--- config.mk ---
export PLATFORM = sky130hd
export DESIGN_NAME = galvo_position_serial_link
export DESIGN_NICKNAME = d
export VERILOG_FILES = /design/src/xy_link_pkg.sv /design/src/sync_2ff.sv /design/src/galvo_position_serial_link.sv
export SDC_FILE = /design/constraint.sdc
export NUM_CORES = 1
export LEC_CHECK = 0
export CAP_MARGIN = 40
export CORE_MARGIN = 2
export CORE_UTILIZATION = 45
export CTS_CLUSTER_DIAMETER = 50
export DETAILED_ROUTE_END_ITERATION = 7
export DONT_BUFFER_PORTS = 1
export GPL_TIMING_DRIVEN = 0
export HOLD_SLACK_MARGIN = 0.06
export SYNTH_ARGS = -nofsm -noshare
export SYNTH_HDL_FRONTEND = slang
export SYNTH_SLANG_ARGS = --single-unit
--- constraint.sdc ---
create_clock -name mclk -period 17.9 [get_ports mclk]
set_clock_uncertainty 0.1 [all_clocks]
set_input_delay 1.79 -clock mclk [delete_from_list [all_inputs] [get_ports mclk]]
set_output_delay 1.79 -clock mclk [all_outputs]
set_load 0.02 [all_outputs]
--- src/xy_link_pkg.sv ---
package xy_link_pkg;
	localparam int unsigned MCLK_HZ        = 10_000_000;
	localparam int unsigned LINK_HZ        = 2_000_000;
	localparam int unsigned LINK_DIV       = MCLK_HZ / LINK_HZ;
	localparam int unsigned LINK_HIGH      = LINK_DIV / 2;
	localparam logic [2:0]  PH_LAST        = 3'(LINK_DIV - 1);
	localparam logic [2:0]  PH_FALL        = 3'(LINK_HIGH - 1);
	localparam logic [2:0]  PH_SAMPLE      = 3'(LINK_DIV - 1);
	localparam int unsigned WORD_BITS      = 20;
	localparam logic [4:0]  SLOT_LAST      = 5'(WORD_BITS - 1);
	localparam logic [4:0]  SLOT_SYNC      = 5'(WORD_BITS - 1);
	localparam logic [2:0]  CODE_POS16     = 3'h1;
	localparam logic [2:0]  CODE_STAT_2AX  = 3'h3;
	localparam logic [2:0]  CODE_STAT_3AX  = 3'h1;
	localparam logic [7:0]  OFS_CTRL       = 8'h00;
	localparam logic [7:0]  OFS_POS_X      = 8'h04;
	localparam logic [7:0]  OFS_POS_Y      = 8'h08;
	localparam logic [7:0]  OFS_POS_Z      = 8'h0c;
	localparam logic [7:0]  OFS_STATUS     = 8'h10;
	localparam logic [7:0]  OFS_INT_STAT   = 8'h14;
	localparam logic [7:0]  OFS_INT_MASK   = 8'h18;
	localparam int unsigned CTRL_3AX_BIT   = 0;
	localparam logic [15:0] POS_RESET      = 16'h8000;
	localparam logic [31:0] CTRL_RESET     = 32'h0000_0000;
	localparam int unsigned INT_FRAME_BIT  = 0;
	localparam int unsigned INT_RX_BIT     = 1;
	localparam int unsigned INT_PAR_BIT    = 2;
	localparam int unsigned INT_CODE_BIT   = 3;
	localparam int unsigned INT_BITS       = 4;
	localparam int unsigned STAT_PERR_BIT  = 20;
endpackage : xy_link_pkg

--- src/sync_2ff.sv ---
`timescale 1ns/1ns
module sync_2ff (
	input  wire logic mclk,
	input  wire logic rst_sync_b,
	input  wire logic async_in,
	output logic      sync_out
);
	logic meta_reg;

	always_ff @(posedge mclk or negedge rst_sync_b) begin
		if (!rst_sync_b) begin
			meta_reg <= 1'b0;
			sync_out <= 1'b0;
		end else begin
			meta_reg <= async_in;
			sync_out <= meta_reg;
		end
	end
endmodule : sync_2ff

--- src/galvo_position_serial_link.sv ---
// Chosen here: the register addresses and the APB register port.
`timescale 1ns/1ns
//Contract
// - link clock runs continuously at 2 MHz, twenty clock cycles per frame
// - receiver samples sync and data on falling edge; lines stay stable there
// - one sync pulse per frame, low one cycle, just before the first bit
// - three position words on X, Y, Z lines in parallel, status on its own line
// - each position word: 3-bit code, 16-bit position MSB first, even parity
// - generator always sends code 001; other codes are reserved
// - status stream is code, 16-bit word, parity; latched on falling edge
// - 2-axis status uses code 011 without parity; controller makes even parity
// - 3-axis status uses code 001 with even parity and per-axis flag groups
module galvo_position_serial_link (
	input  wire logic        mclk,
	input  wire logic        rst_b,
	input  wire logic        psel,
	input  wire logic        penable,
	input  wire logic        pwrite,
	input  wire logic [7:0]  paddr,
	input  wire logic [31:0] pwdata,
	output logic      [31:0] prdata,
	output logic             pready,
	output logic             pslverr,
	output logic             irq,
	output logic             link_clk,
	output logic             link_sync,
	output logic             x_data,
	output logic             y_data,
	output logic             z_data,
	input  wire logic        status_in
);
	localparam int unsigned INT_BITS_W = xy_link_pkg::INT_BITS;

	logic        rst_meta_reg;
	logic        rst_sync_b;
	logic [2:0]  phase_reg;
	logic [4:0]  slot_reg;
	logic [15:0] pos_reg [3];
	logic [19:0] shift_reg [3];
	logic [19:0] load_word [3];
	logic [31:0] ctrl_reg;
	logic [19:0] rx_shift_reg;
	logic [20:0] status_reg;
	logic [INT_BITS_W-1:0] int_stat_reg;
	logic [INT_BITS_W-1:0] int_mask_reg;
	logic [INT_BITS_W-1:0] int_event;
	logic        status_sync;
	logic        rise_now;
	logic        fall_now;
	logic        sample_now;
	logic        frame_end;
	logic        wr_en;
	logic        rd_en;
	logic [19:0] rx_word;
	logic [2:0]  rx_code;
	logic        rx_perr;
	logic        rx_cerr;
	logic        rx_par_used;

	function automatic logic even_par(input logic [18:0] bits);
		even_par = ^bits;
	endfunction : even_par

	function automatic logic [19:0] pos_word(input logic [15:0] pos);
		pos_word = {xy_link_pkg::CODE_POS16, pos,
			even_par({xy_link_pkg::CODE_POS16, pos})};
	endfunction : pos_word

	function automatic logic addr_hit(input logic [7:0] a);
		addr_hit = (a == xy_link_pkg::OFS_CTRL) || (a == xy_link_pkg::OFS_POS_X)
			|| (a == xy_link_pkg::OFS_POS_Y) || (a == xy_link_pkg::OFS_POS_Z)
			|| (a == xy_link_pkg::OFS_STATUS) || (a == xy_link_pkg::OFS_INT_STAT)
			|| (a == xy_link_pkg::OFS_INT_MASK);
	endfunction : addr_hit

	function automatic logic [31:0] rd_value(input logic [7:0] a);
		unique case (a)
			xy_link_pkg::OFS_CTRL:     rd_value = ctrl_reg;
			xy_link_pkg::OFS_POS_X:    rd_value = {16'h0000, pos_reg[0]};
			xy_link_pkg::OFS_POS_Y:    rd_value = {16'h0000, pos_reg[1]};
			xy_link_pkg::OFS_POS_Z:    rd_value = {16'h0000, pos_reg[2]};
			xy_link_pkg::OFS_STATUS:   rd_value = {11'h000, status_reg};
			xy_link_pkg::OFS_INT_STAT: rd_value = {28'h0000000, int_stat_reg};
			xy_link_pkg::OFS_INT_MASK: rd_value = {28'h0000000, int_mask_reg};
			default:                   rd_value = 32'h0000_0000;
		endcase
	endfunction : rd_value

	// reset release through two flops
	always_ff @(posedge mclk or negedge rst_b) begin
		if (!rst_b) begin
			rst_meta_reg <= 1'b0;
			rst_sync_b   <= 1'b0;
		end else begin
			rst_meta_reg <= 1'b1;
			rst_sync_b   <= rst_meta_reg;
		end
	end

	sync_2ff status_sync_i (
		.mclk       (mclk),
		.rst_sync_b (rst_sync_b),
		.async_in   (status_in),
		.sync_out   (status_sync)
	);

	// link clock divider
	assign rise_now   = (phase_reg == xy_link_pkg::PH_LAST);
	assign fall_now   = (phase_reg == xy_link_pkg::PH_FALL);
	assign sample_now = (phase_reg == xy_link_pkg::PH_SAMPLE);
	assign frame_end  = sample_now && (slot_reg == xy_link_pkg::SLOT_LAST);

	always_ff @(posedge mclk or negedge rst_sync_b) begin
		if (!rst_sync_b) begin
			phase_reg <= 3'h0;
		end else if (rise_now) begin
			phase_reg <= 3'h0;
		end else begin
			phase_reg <= phase_reg + 3'h1;
		end
	end

	always_ff @(posedge mclk or negedge rst_sync_b) begin
		if (!rst_sync_b) begin
			link_clk <= 1'b0;
		end else if (rise_now) begin
			link_clk <= 1'b1;
		end else if (fall_now) begin
			link_clk <= 1'b0;
		end
	end

	// slot counter, twenty per frame
	always_ff @(posedge mclk or negedge rst_sync_b) begin
		if (!rst_sync_b) begin
			slot_reg <= xy_link_pkg::SLOT_LAST;
		end else if (rise_now) begin
			slot_reg <= (slot_reg == xy_link_pkg::SLOT_LAST) ? 5'h00 : slot_reg + 5'h01;
		end
	end

	// sync low during the slot before bit one
	always_ff @(posedge mclk or negedge rst_sync_b) begin
		if (!rst_sync_b) begin
			link_sync <= 1'b1;
		end else if (rise_now) begin
			link_sync <= (slot_reg != xy_link_pkg::SLOT_SYNC - 5'h01);
		end
	end

	// position shifters, one per axis
	for (genvar g = 0; g < 3; g++) begin : g_axis
		assign load_word[g] = pos_word(pos_reg[g]);

		always_ff @(posedge mclk or negedge rst_sync_b) begin
			if (!rst_sync_b) begin
				shift_reg[g] <= 20'h00000;
			end else if (rise_now) begin
				if (slot_reg == xy_link_pkg::SLOT_LAST) begin
					shift_reg[g] <= load_word[g];
				end else begin
					shift_reg[g] <= {shift_reg[g][18:0], 1'b0};
				end
			end
		end
	end

	// data lines update only on the rising edge
	always_ff @(posedge mclk or negedge rst_sync_b) begin
		if (!rst_sync_b) begin
			x_data <= 1'b0;
		end else if (rise_now) begin
			if (slot_reg == xy_link_pkg::SLOT_LAST) begin
				x_data <= load_word[0][19];
			end else begin
				x_data <= shift_reg[0][18];
			end
		end
	end

	always_ff @(posedge mclk or negedge rst_sync_b) begin
		if (!rst_sync_b) begin
			y_data <= 1'b0;
		end else if (rise_now) begin
			if (slot_reg == xy_link_pkg::SLOT_LAST) begin
				y_data <= load_word[1][19];
			end else begin
				y_data <= shift_reg[1][18];
			end
		end
	end

	always_ff @(posedge mclk or negedge rst_sync_b) begin
		if (!rst_sync_b) begin
			z_data <= 1'b0;
		end else if (rise_now) begin
			if (slot_reg == xy_link_pkg::SLOT_LAST) begin
				z_data <= load_word[2][19];
			end else begin
				z_data <= shift_reg[2][18];
			end
		end
	end

	// status capture at the rising-edge phase, taking the bit that stood at the falling edge after synchroniser delay
	always_ff @(posedge mclk or negedge rst_sync_b) begin
		if (!rst_sync_b) begin
			rx_shift_reg <= 20'h00000;
		end else if (sample_now) begin
			rx_shift_reg <= {rx_shift_reg[18:0], status_sync};
		end
	end

	assign rx_word     = {rx_shift_reg[18:0], status_sync};
	assign rx_code     = rx_word[19:17];
	assign rx_par_used = ctrl_reg[xy_link_pkg::CTRL_3AX_BIT];
	assign rx_cerr     = rx_par_used ? (rx_code != xy_link_pkg::CODE_STAT_3AX)
		: (rx_code != xy_link_pkg::CODE_STAT_2AX);
	assign rx_perr     = rx_par_used && (even_par(rx_word[19:1]) != rx_word[0]);

	always_ff @(posedge mclk or negedge rst_sync_b) begin
		if (!rst_sync_b) begin
			status_reg <= 21'h000000;
		end else if (frame_end) begin
			// 2-axis word carries no parity; controller supplies it
			status_reg <= {rx_perr, rx_word[19:1],
				rx_par_used ? rx_word[0] : even_par(rx_word[19:1])};
		end
	end

	// apb slave
	assign wr_en = psel && penable && pready && pwrite && addr_hit(paddr);
	assign rd_en = psel && penable && !pready;

	// ready one cycle after the first access cycle
	always_ff @(posedge mclk or negedge rst_sync_b) begin
		if (!rst_sync_b) begin
			pready <= 1'b0;
		end else begin
			pready <= rd_en;
		end
	end

	// error only for unmapped offsets
	always_ff @(posedge mclk or negedge rst_sync_b) begin
		if (!rst_sync_b) begin
			pslverr <= 1'b0;
		end else begin
			pslverr <= rd_en && !addr_hit(paddr);
		end
	end

	// read data stands only with pready
	always_ff @(posedge mclk or negedge rst_sync_b) begin
		if (!rst_sync_b) begin
			prdata <= 32'h0000_0000;
		end else if (rd_en && !pwrite) begin
			prdata <= rd_value(paddr);
		end else begin
			prdata <= 32'h0000_0000;
		end
	end

	always_ff @(posedge mclk or negedge rst_sync_b) begin
		if (!rst_sync_b) begin
			ctrl_reg <= xy_link_pkg::CTRL_RESET;
		end else if (wr_en && paddr == xy_link_pkg::OFS_CTRL) begin
			ctrl_reg <= {31'h00000000, pwdata[xy_link_pkg::CTRL_3AX_BIT]};
		end
	end

	always_ff @(posedge mclk or negedge rst_sync_b) begin
		if (!rst_sync_b) begin
			pos_reg[0] <= xy_link_pkg::POS_RESET;
			pos_reg[1] <= xy_link_pkg::POS_RESET;
			pos_reg[2] <= xy_link_pkg::POS_RESET;
		end else if (wr_en) begin
			if (paddr == xy_link_pkg::OFS_POS_X) pos_reg[0] <= pwdata[15:0];
			if (paddr == xy_link_pkg::OFS_POS_Y) pos_reg[1] <= pwdata[15:0];
			if (paddr == xy_link_pkg::OFS_POS_Z) pos_reg[2] <= pwdata[15:0];
		end
	end

	// interrupts; a new event beats a write-one clear
	assign int_event = {frame_end && rx_cerr, frame_end && rx_perr, frame_end, frame_end};

	always_ff @(posedge mclk or negedge rst_sync_b) begin
		if (!rst_sync_b) begin
			int_stat_reg <= 4'h0;
		end else if (wr_en && paddr == xy_link_pkg::OFS_INT_STAT) begin
			int_stat_reg <= (int_stat_reg & ~pwdata[3:0]) | int_event;
		end else begin
			int_stat_reg <= int_stat_reg | int_event;
		end
	end

	always_ff @(posedge mclk or negedge rst_sync_b) begin
		if (!rst_sync_b) begin
			int_mask_reg <= 4'h0;
		end else if (wr_en && paddr == xy_link_pkg::OFS_INT_MASK) begin
			int_mask_reg <= pwdata[3:0];
		end
	end

	always_ff @(posedge mclk or negedge rst_sync_b) begin
		if (!rst_sync_b) begin
			irq <= 1'b0;
		end else begin
			irq <= |(int_stat_reg & int_mask_reg);
		end
	end
endmodule : galvo_position_serial_link

== Word-level counts from Yosys, hierarchy flattened ==
Cells that the tools add are included.

* Bitwise gates (word level): 5
* Mux-type cells: 15
* Reduce and logical (&&, ||, !) cells: 33
* $add $sub $neg: 2
* Equality and inequality tests: 13

{| class="wikitable"
|+ Operators by type and width
! operator !! count
|-
| one-hot mux 21 bit (7 select lines) || 1
|-
| XOR reduction 19 bit || 4
|-
| two-way mux 19 bit || 3
|-
| two-way mux 32 bit || 1
|-
| == test 8 x 5 -> 1 bit (second input constant) || 3
|-
| == test 8 x 4 -> 1 bit (second input constant) || 2
|-
| logical AND 1 bit || 14
|-
| AND 4 bit || 2
|-
| == test 8 x 3 -> 1 bit (second input constant) || 1
|-
| zero test 8 bit || 1
|-
| OR 4 bit || 2
|-
| two-way mux 1 bit || 7
|-
| logical OR 1 bit || 6
|-
| AND reduction 2 bit || 3
|-
| adder 5 x 1 -> 5 bit (second input constant) || 1
|-
| == test 5 bit (second input constant) || 1
|-
| two-way mux 5 bit || 1
|-
| != test 5 bit (second input constant) || 1
|-
| two-way mux 4 bit || 1
|-
| inverter 4 bit || 1
|-
| OR reduction 4 bit || 1
|-
| adder 3 x 1 -> 3 bit (second input constant) || 1
|-
| == test 3 x 1 -> 1 bit (second input constant) || 1
|-
| == test 3 bit (second input constant) || 1
|-
| 6 further kinds || 8
|}

* Register bits after elaboration: 206
* Output and inout bits: 40

== Depth between registers and ports, before layout ==
Gate-level depths: netlist (run 1).

* Depth after elaboration: 10
* Depth in mapped cells: 9

== By module ==
From an unflattened synthesis (run 1), not the netlist that was laid out.

* Cell total of the unflattened synthesis: 801
* Area total of the unflattened synthesis: 8946.1 um2

{| class="wikitable"
|+ By module, submodules not included
! module !! sequential area each (um2) !! times used !! cells each !! area each (um2)
|-
| galvo_position_serial_link || 4838.4 || 1 || 799 || 8896.0
|-
| sync_2ff || 50.0 || 1 || 2 || 50.0
|}

== Least setup slack after synthesis (run 1) ==
OpenSTA, ideal clock, no wires.

* Path kind: input to register
* From: input paddr[1]
* To: register pos_reg (netlist bit load_word[10])
* Path slack: 14.531 ns
* Path buffers: 3
* Data required time: 17.675 ns
* Data arrival time: 3.144 ns
* Cell stages on the path: 8
* Cells stage by stage: or2_1 buf_6 nor2_4 nand4_2 or2_1 buf_6 buf_12 mux2_4

* Longest elaborated chain between the ends: 9

{| class="wikitable"
|+ Ends and longest elaborated chain
! item !! line !! text
|-
| start: declaration || galvo_position_serial_link.sv:19 || <nowiki>input wire logic [7:0] paddr,</nowiki>
|-
| == test 8 x 3 -> 1 bit or zero test 8 bit (tied branches) || galvo_position_serial_link.sv:70 || <nowiki>addr_hit = (a == xy_link_pkg::OFS_CTRL) || (a == xy_link_pkg::OFS_POS_X)</nowiki>
|-
| logical OR 1 bit || galvo_position_serial_link.sv:70 ||
|-
| logical OR 1 bit (2 in a row) || galvo_position_serial_link.sv:71 || <nowiki>|| (a == xy_link_pkg::OFS_POS_Y) || (a == xy_link_pkg::OFS_POS_Z)</nowiki>
|-
| logical OR 1 bit (2 in a row) || galvo_position_serial_link.sv:72 || <nowiki>|| (a == xy_link_pkg::OFS_STATUS) || (a == xy_link_pkg::OFS_INT_STAT)</nowiki>
|-
| logical OR 1 bit || galvo_position_serial_link.sv:73 || <nowiki>|| (a == xy_link_pkg::OFS_INT_MASK);</nowiki>
|-
| logical AND 1 bit || galvo_position_serial_link.sv:232 || <nowiki>assign wr_en = psel && penable && pready && pwrite && addr_hit(paddr);</nowiki>
|-
| AND reduction 2 bit (no source line) * || -- ||
|-
| end: declaration || galvo_position_serial_link.sv:38 || <nowiki>logic [15:0] pos_reg [3];</nowiki>
|}

Mark *: on every way between the ends. The rest lies on a longest branch, timed or not.
A chain may end at the register's enable or synchronous reset.

== Worst setup path after layout (run 1) ==
* From: input paddr[1]
* To: register pos_reg (netlist bit load_word[35])

The elaborated chain is that of the path after synthesis.

==> reports/results.ini, run 1 <==
[run_status]
outcome = completed

[floorplanning]
core-area_um2 = 19600
dieArea_um2 = 21200
start_util_pct = 46.0
die_x_um = 146
pin_count = 86
num_rows = 51
die_y_um = 146

[layout]
utilization_pct = 51.4
largest_register_ffs = 57
layout.cells.non_filler = 1094
fin_nets = 869
fillers = 1721
num_antenna_cells = 0
syn_to_final_growth_pct = 11.5
drive_gt1_share_pct = 19.3
fin_area_um2 = 10100

[route]
drtIter0Drc = 423
highest_layer = met4
antenna_left = 0
route.met3.wl_um = 1270
wl_per_cell_um = 19.3
drc = 0
drt-met1-wl_um = 9670
dr_total_vias = 5805
routed-wl-met2_um = 9810
dr.pass1.iters = 5
routed_wl_um = 21100
vias_per_cell = 5.31

[worst_setup_path]
start_kind = input port
crit_fanout = 10
cp.required_ns = 18.11
arrival_ns = 3.47
path_delay_family = simple AND/OR/NAND/NOR gates
end_kind = register
path_buf_inv = 2
slowest_delay_ns = 0.41
worstSetupPathType = input port to register
crit_chain = or2_1 -> buf_6 -> nor2_4 -> nand4_2 -> nor2_2 -> buf_4 -> mux2_2
critPathSlowestCell = nor2_2

[synthesis]
synthDistinctLibCells = 52
synth_mux_area_share_pct = 17.8
yosys_warnings = 0
yosys_register_bits = 195
synth-xor-area-share_pct = 6.46
synthCells = 787
synth-simple-area-share_pct = 10.1
yosysSeqAreaShare_pct = 54.2
syn_avg_cell_area_um2 = 11.5
synth_compound_area_share_pct = 6.91
synthesis.area_um2 = 9020
synthAdderAreaFrac_pct = 0.693
synth_top_family_by_area = multiplexers

[timing]
rsz0062_at_grt = no
finalMaxSlewViolations = 0
hold_viol_final = 0
setup_viol = 0
fmax_mhz = 307
tns_ns = 0
tightest_slew_ns = 0.939
max_slew_margin_pct = 36.9
worst_slack_ns = 14.64
fin_crit_ns = 3.26
holdWs_ns = 0.253
fin_crit_sh_pct = 18.2

[clock_tree]
clockRootBuffer = clkbuf_16
cts.path.max_buffers = 2
clock_latency_ns = 0.42
cts_setup_buffers = 0
cts_buffers = 17
post_cts_resized = 0
clkTransAtPathRegs_ns = 0.07
cts_hold_buf = 0
cts_tree = yes
cts_sinks = 195
htreeDepth = 4

[placed_design]
gp_congestion = 0.825
dpl.cell_count = 1064
dpl_cell_area_um2 = 9450
place_ws_ns = 14.21
dp_hpwl_um = 15400
io_buffer_count = 0

[power_and_ir_drop]
leakage_nw = 4.61
vdd_drop_max_v = 0.0000671
power_mw = 0.875
power_density_nw_per_um2 = 87.0

[run]
max_cap_viol_count = 0

[global_routing]
grt_max_degree = 69
grt-ovfl-total = 0
grt_usage_pct = 20.6
grt_pass1_vias = 5850
grt_pass1_wl_um = 33800
antenna_found_initial = 0

[hold_path]
hold_path_class = register to register

==> cell families (layout without fill, tap and decap cells) <==
| kind of cell | Yosys count | after routing |
|---|---|---|
| adders and majority gates | 5 | 5 |
| DFF | 195 | 195 |
| AOI/OAI and AO/OA | 109 | 109 |
| muxes | 144 | 144 |
| xor gates and xnor gates | 65 | 65 |
| and+or+nand+nor | 207 | 207 |
| buffers and inverters | 60 | 92 |
| other | 2 | 12 |
==> metal layers <==
| metal | track usage [%] | up-vias |
|---|---|---|
| met5 | 0 | - |
| met1 | 29.2 | 2918 |
| met3 | 5.49 | 17 |
| li1 | - | 2707 |
| met4 | 4.71 | 0 |
| met2 | 32.0 | 163 |
==> layout make-up <==
| type | instances | area, µm² | share of cell area [%] |
|---|---|---|---|
| plain buffers | 53 | 310 | 3.08 |
| clock buffers | 22 | 484 | 4.81 |
| clock inverters | 8 | 126 | 1.26 |
| inverters | 7 | 26.3 | 0.261 |
| multi-input cells | 542 | 3830 | 38.1 |
| flip-flops and latches | 195 | 4890 | 48.6 |
| well taps | 265 | 332 | 3.30 |
| repair buffers | 2 | 55.1 | 0.547 |
==> power by group <==
group          internal, mW  switching [mW]
sequential            0.443         0.00549
combinational        0.0117          0.0183
clock                 0.234           0.163
==> final timing paths <==
| check | startpoint | to | slack, ns | cells past startpoint |
|---|---|---|---|---|
| max | paddr[1] | load_word[35]$_DFFE_PN0P_ | 14.64 | 7 |
| min | rst_meta_reg$_DFF_PN0_ | rst_sync_b$_DFF_PN0_ | 0.25 | 0 |
| max reg2reg | phase_reg[0]$_DFF_PN0_ | shift_reg[17]$_DFFE_PN0P_ | 15.03 | 8 |
| min reg2reg | rst_meta_reg$_DFF_PN0_ | rst_sync_b$_DFF_PN0_ | 0.25 | 0 |
| max in group asynchronous | rst_sync_b$_DFF_PN0_ | slot_reg[0]$_DFFE_PN1P_ | 16.51 | 1 |
| min in group asynchronous | rst_sync_b$_DFF_PN0_ | status_reg[13]$_DFFE_PN0P_ | 0.33 | 0 |
==> cells in the final DEF, fill, tap and decap left out, types with 3 or more instances in the layout <==
cell type | synthesis | layout
clkinvlp_4 | 0 | 3
clkbuf_1 | 22 | 23
a22oi_1 | 15 | 15
ha_1 | 5 | 5
dfstp_2 | 7 | 7
a21oi_1 | 12 | 12
clkbuf_16 | 0 | 17
inv_1 | 7 | 7
bufinv_16 | 0 | 3
dfrtp_1 | 188 | 187
xor2_1 | 7 | 7
mux2_2 | 71 | 71
clkbuf_8 | 1 | 5
o21ai_0 | 66 | 66
a21o_1 | 3 | 3
conb_1 | 2 | 12
nor3_1 | 3 | 3
nor2_1 | 15 | 15
nand2_1 | 156 | 156
mux2i_1 | 59 | 59
and2_1 | 7 | 7
buf_2 | 10 | 10
nor2b_1 | 4 | 4
o22a_1 | 5 | 5
xnor2_1 | 57 | 57
a31oi_1 | 3 | 3
mux2_4 | 10 | 10
buf_4 | 15 | 15
==> cells in the mapped netlist, drive strengths merged <==
library cell  number  share of area, %
a211oi             1             0.083
a21o               3              0.25
a21oi             12              0.67
a221oi             1             0.097
a22o               1             0.097
a22oi             15               1.2
a31oi              3              0.21
and2               7              0.49
and2b              2              0.18
and3               2              0.14
and4               1              0.11
buf               29               2.3
clkbuf            24               1.1
conb               2             0.083
dfrtp            188                52
dfstp              7               2.0
ha                 5              0.69
inv                7              0.29
mux2              83                11
mux2i             59               6.5
mux4               2              0.50
nand2            156               6.5
nand3              2              0.11
nand3b             2              0.17
nand4              3              0.28
nor2              17              0.82
nor2b              4              0.28
nor3               5              0.53
nor3b              1             0.083
nor4               1              0.14
nor4b              1             0.097
o21ai             68               3.8
o22a               5              0.49
or2                2              0.14
or3                1             0.069
xnor2             57               5.5
xnor3              1              0.25
xor2               7              0.68
Power figures use the tool's default switching activity.
==> run 2: changes to the inputs <==
==> constraint.sdc (replaced) <==
create_clock -name mclk -period 3.1 [get_ports mclk]
set_clock_uncertainty 0.1 [all_clocks]
set_input_delay 0.31 -clock mclk [delete_from_list [all_inputs] [get_ports mclk]]
set_output_delay 0.31 -clock mclk [all_outputs]
set_load 0.02 [all_outputs]
==> run 2 against run 1 <==
Against the previous run: global-route usage is 0.44 points higher; critical endpoint is now rx_shift_reg[16]$_DFFE_PN0P_; critical path type is now register to register; setup slack got worse by 14 ns; first-iteration DRC count is 6.4% higher; utilization up 1.4 points; sequential power rose to 5.8 times the previous value; via count is 2.9% higher.
==> reports/results.ini, run 2 (synthesized netlist as in run 1, its figures left out) <==
[worst_setup_path]
end_kind = register  ; unchanged
critPathSlowestCell = clkbuf_1  ; was nor2_2
crit_chain = inv_1 -> ha_1 -> nand2_1 -> clkbuf_1 -> clkbuf_1 -> clkbuf_1 -> nand2_1 -> nand2_1  ; was or2_1 -> buf_6 -> nor2_4 -> nand4_2 -> nor2_2 -> buf_4 -> mux2_2
arrival_ns = 3.03  ; was 3.47 ns
slowest_delay_ns = 0.60  ; was 0.41 ns
cp.required_ns = 3.37  ; was 18.11 ns
worstSetupPathType = register to register  ; was input port to register
crit_fanout = 10  ; unchanged
start_kind = register  ; was input port

[placed_design]
gp_congestion = 0.817  ; was 0.825
dp_hpwl_um = 15600  ; was 15400 µm
place_ws_ns = 0.350  ; was 14.21 ns
io_buffer_count = 0  ; unchanged

[floorplanning]
start_util_pct = 46.0  ; unchanged
die_y_um = 146  ; unchanged
num_rows = 51  ; unchanged
pin_count = 86  ; unchanged
dieArea_um2 = 21200  ; unchanged
core-area_um2 = 19600  ; unchanged
die_x_um = 146  ; unchanged

[global_routing]
grt_usage_pct = 21.0  ; was 20.6%
grt_max_degree = 65  ; was 69
grt_pass1_wl_um = 34400  ; was 33800 µm
grt-ovfl-total = 0  ; unchanged
antenna_found_initial = 0  ; unchanged
grt_pass1_vias = 6030  ; was 5850

[clock_tree]
cts_tree = yes  ; unchanged
cts_buffers = 17  ; unchanged
clockRootBuffer = clkbuf_16  ; unchanged
cts_hold_buf = 23  ; was 0
cts_setup_buffers = 0  ; unchanged
cts_sinks = 195  ; unchanged
post_cts_resized = 0  ; unchanged
cts.path.max_buffers = 2  ; unchanged
clock_latency_ns = 0.44  ; was 0.42 ns
clkTransAtPathRegs_ns = 0.07  ; about the same
htreeDepth = 4  ; unchanged

[run]
max_cap_viol_count = 0  ; unchanged

[timing]
fmax_mhz = 363
hold_viol_final = 0  ; unchanged
rsz0062_at_grt = no  ; unchanged
worst_slack_ns = 0.343  ; was 14.64 ns
finalMaxSlewViolations = 0  ; unchanged
tightest_slew_ns = 0.953  ; was 0.939 ns
setup_viol = 0  ; unchanged
tns_ns = 0  ; unchanged
fin_crit_ns = 2.76
max_slew_margin_pct = 35.9  ; was 36.9%
fin_crit_sh_pct = 88.9

[layout]
final_cell_mix = dfrtp_1 (187), nand2_1 (156), mux2_2 (71)  ; unchanged
drive_gt1_share_pct = 19.2  ; was 19.3%
largest_register_ffs = 57  ; unchanged
fin_nets = 893  ; was 869
num_antenna_cells = 0  ; unchanged
syn_to_final_growth_pct = 14.5  ; was 11.5%
layout_commonest_cell = dfrtp_1  ; unchanged

[route]
antenna_left = 0  ; unchanged
wl_per_cell_um = 19.1  ; was 19.3 µm
dr.pass1.iters = 5  ; unchanged
drtIter0Drc = 450  ; was 423
drc = 0  ; unchanged
dr_total_vias = 5974  ; was 5805
routed_wl_um = 21400  ; was 21100 µm
vias_per_cell = 5.33  ; was 5.31

[power_and_ir_drop]
power_density_nw_per_um2 = 501  ; was 87.0 nW/µm²
leakage_nw = 4.72  ; was 4.61 nW
vdd_drop_max_v = 0.000382  ; was 0.0000671 V

[hold_path]
hold_path_class = input port to register  ; was register to register

[run_status]
outcome = completed  ; unchanged

run 2: cell count changes in the layout (fill, tap and decap cells not counted):
cell           change
clkinv_4           -1
inv_6              +1
dlygate4sd3_1     +23
clkbuf_1           -1
clkbuf_8           -2
buf_12             +2
clkinv_2           +2
buf_16             -1
clkinvlp_4         +2
bufinv_16          +1
run 2: final timing paths:
check,startpoint,endpoint,slack [ns],cells after the start
hold reg to reg,status_sync_i.meta_reg$_DFF_PN0_,status_sync_i.sync_out$_DFF_PN0_,0.25,0
setup / recovery,phase_reg[0]$_DFF_PN0_,rx_shift_reg[16]$_DFFE_PN0P_,0.34,8
hold / removal,paddr[4],ctrl_reg[0]$_DFFE_PN0P_,0.20,3
max in group asynchronous,rst_sync_b$_DFF_PN0_,load_word[16]$_DFFE_PN1P_,1.28,3
min in group asynchronous,rst_sync_b$_DFF_PN0_,shift_reg[52]$_DFFE_PN0P_,0.29,0
setup reg to reg,phase_reg[0]$_DFF_PN0_,rx_shift_reg[16]$_DFFE_PN0P_,0.34,8
run 2: routing by layer:
metal	global-route usage, %	share of wire, %	vias to the layer above
li1	-	-	2767
met1	29.2	46	3030
met2	33.5	48	156
met3	5.30	4.9	21
met4	5.15	1.1	0
met5	0	0	-
run 2: critical path: cells and delay by family, from the launching register on:
kind / cells / cell delay, ns
buffers and inverters: 4 / 1.58
DFF: 1 / 0.39
and+or+nand+nor: 3 / 0.38
adders and majority gates: 1 / 0.23
run 2: report_power, final:
| group | total, mW | switching (mW) | internal, mW |
|---|---|---|---|
| logic | 0.213 | 0.124 | 0.0885 |
| clock network | 2.37 | 0.981 | 1.39 |
| registers | 2.59 | 0.0298 | 2.56 |
run 2: final cells by class:
class                      count  area [µm²]
fill                        1752        9260
sequential                   195        4890
multi-input combinational    542        3830
clock buffer                  19         453
tap                          265         332
buffer                        53         310
timing repair buffer          26         298
clock inverter                13         181
inverter                       7        26.3
run 2: metrics by stage:
stage / hold slack, ns / power [mW] / area [µm²] / util [%] / cells
floorplan: -0.0856 / 2.76 / 9060 / - / 797
CTS: 0.177 / 5.23 / 10300 / 52.7 / 1120
global placement: -0.0855 / 2.80 / 9390 / 48.0 / 1062
finish: 0.201 / 5.17 / 10300 / 52.7 / 1120
detailed placement: -0.0855 / 2.81 / 9460 / 48.3 / 1065
global route: 0.190 / 5.37 / 10300 / 52.7 / 1120
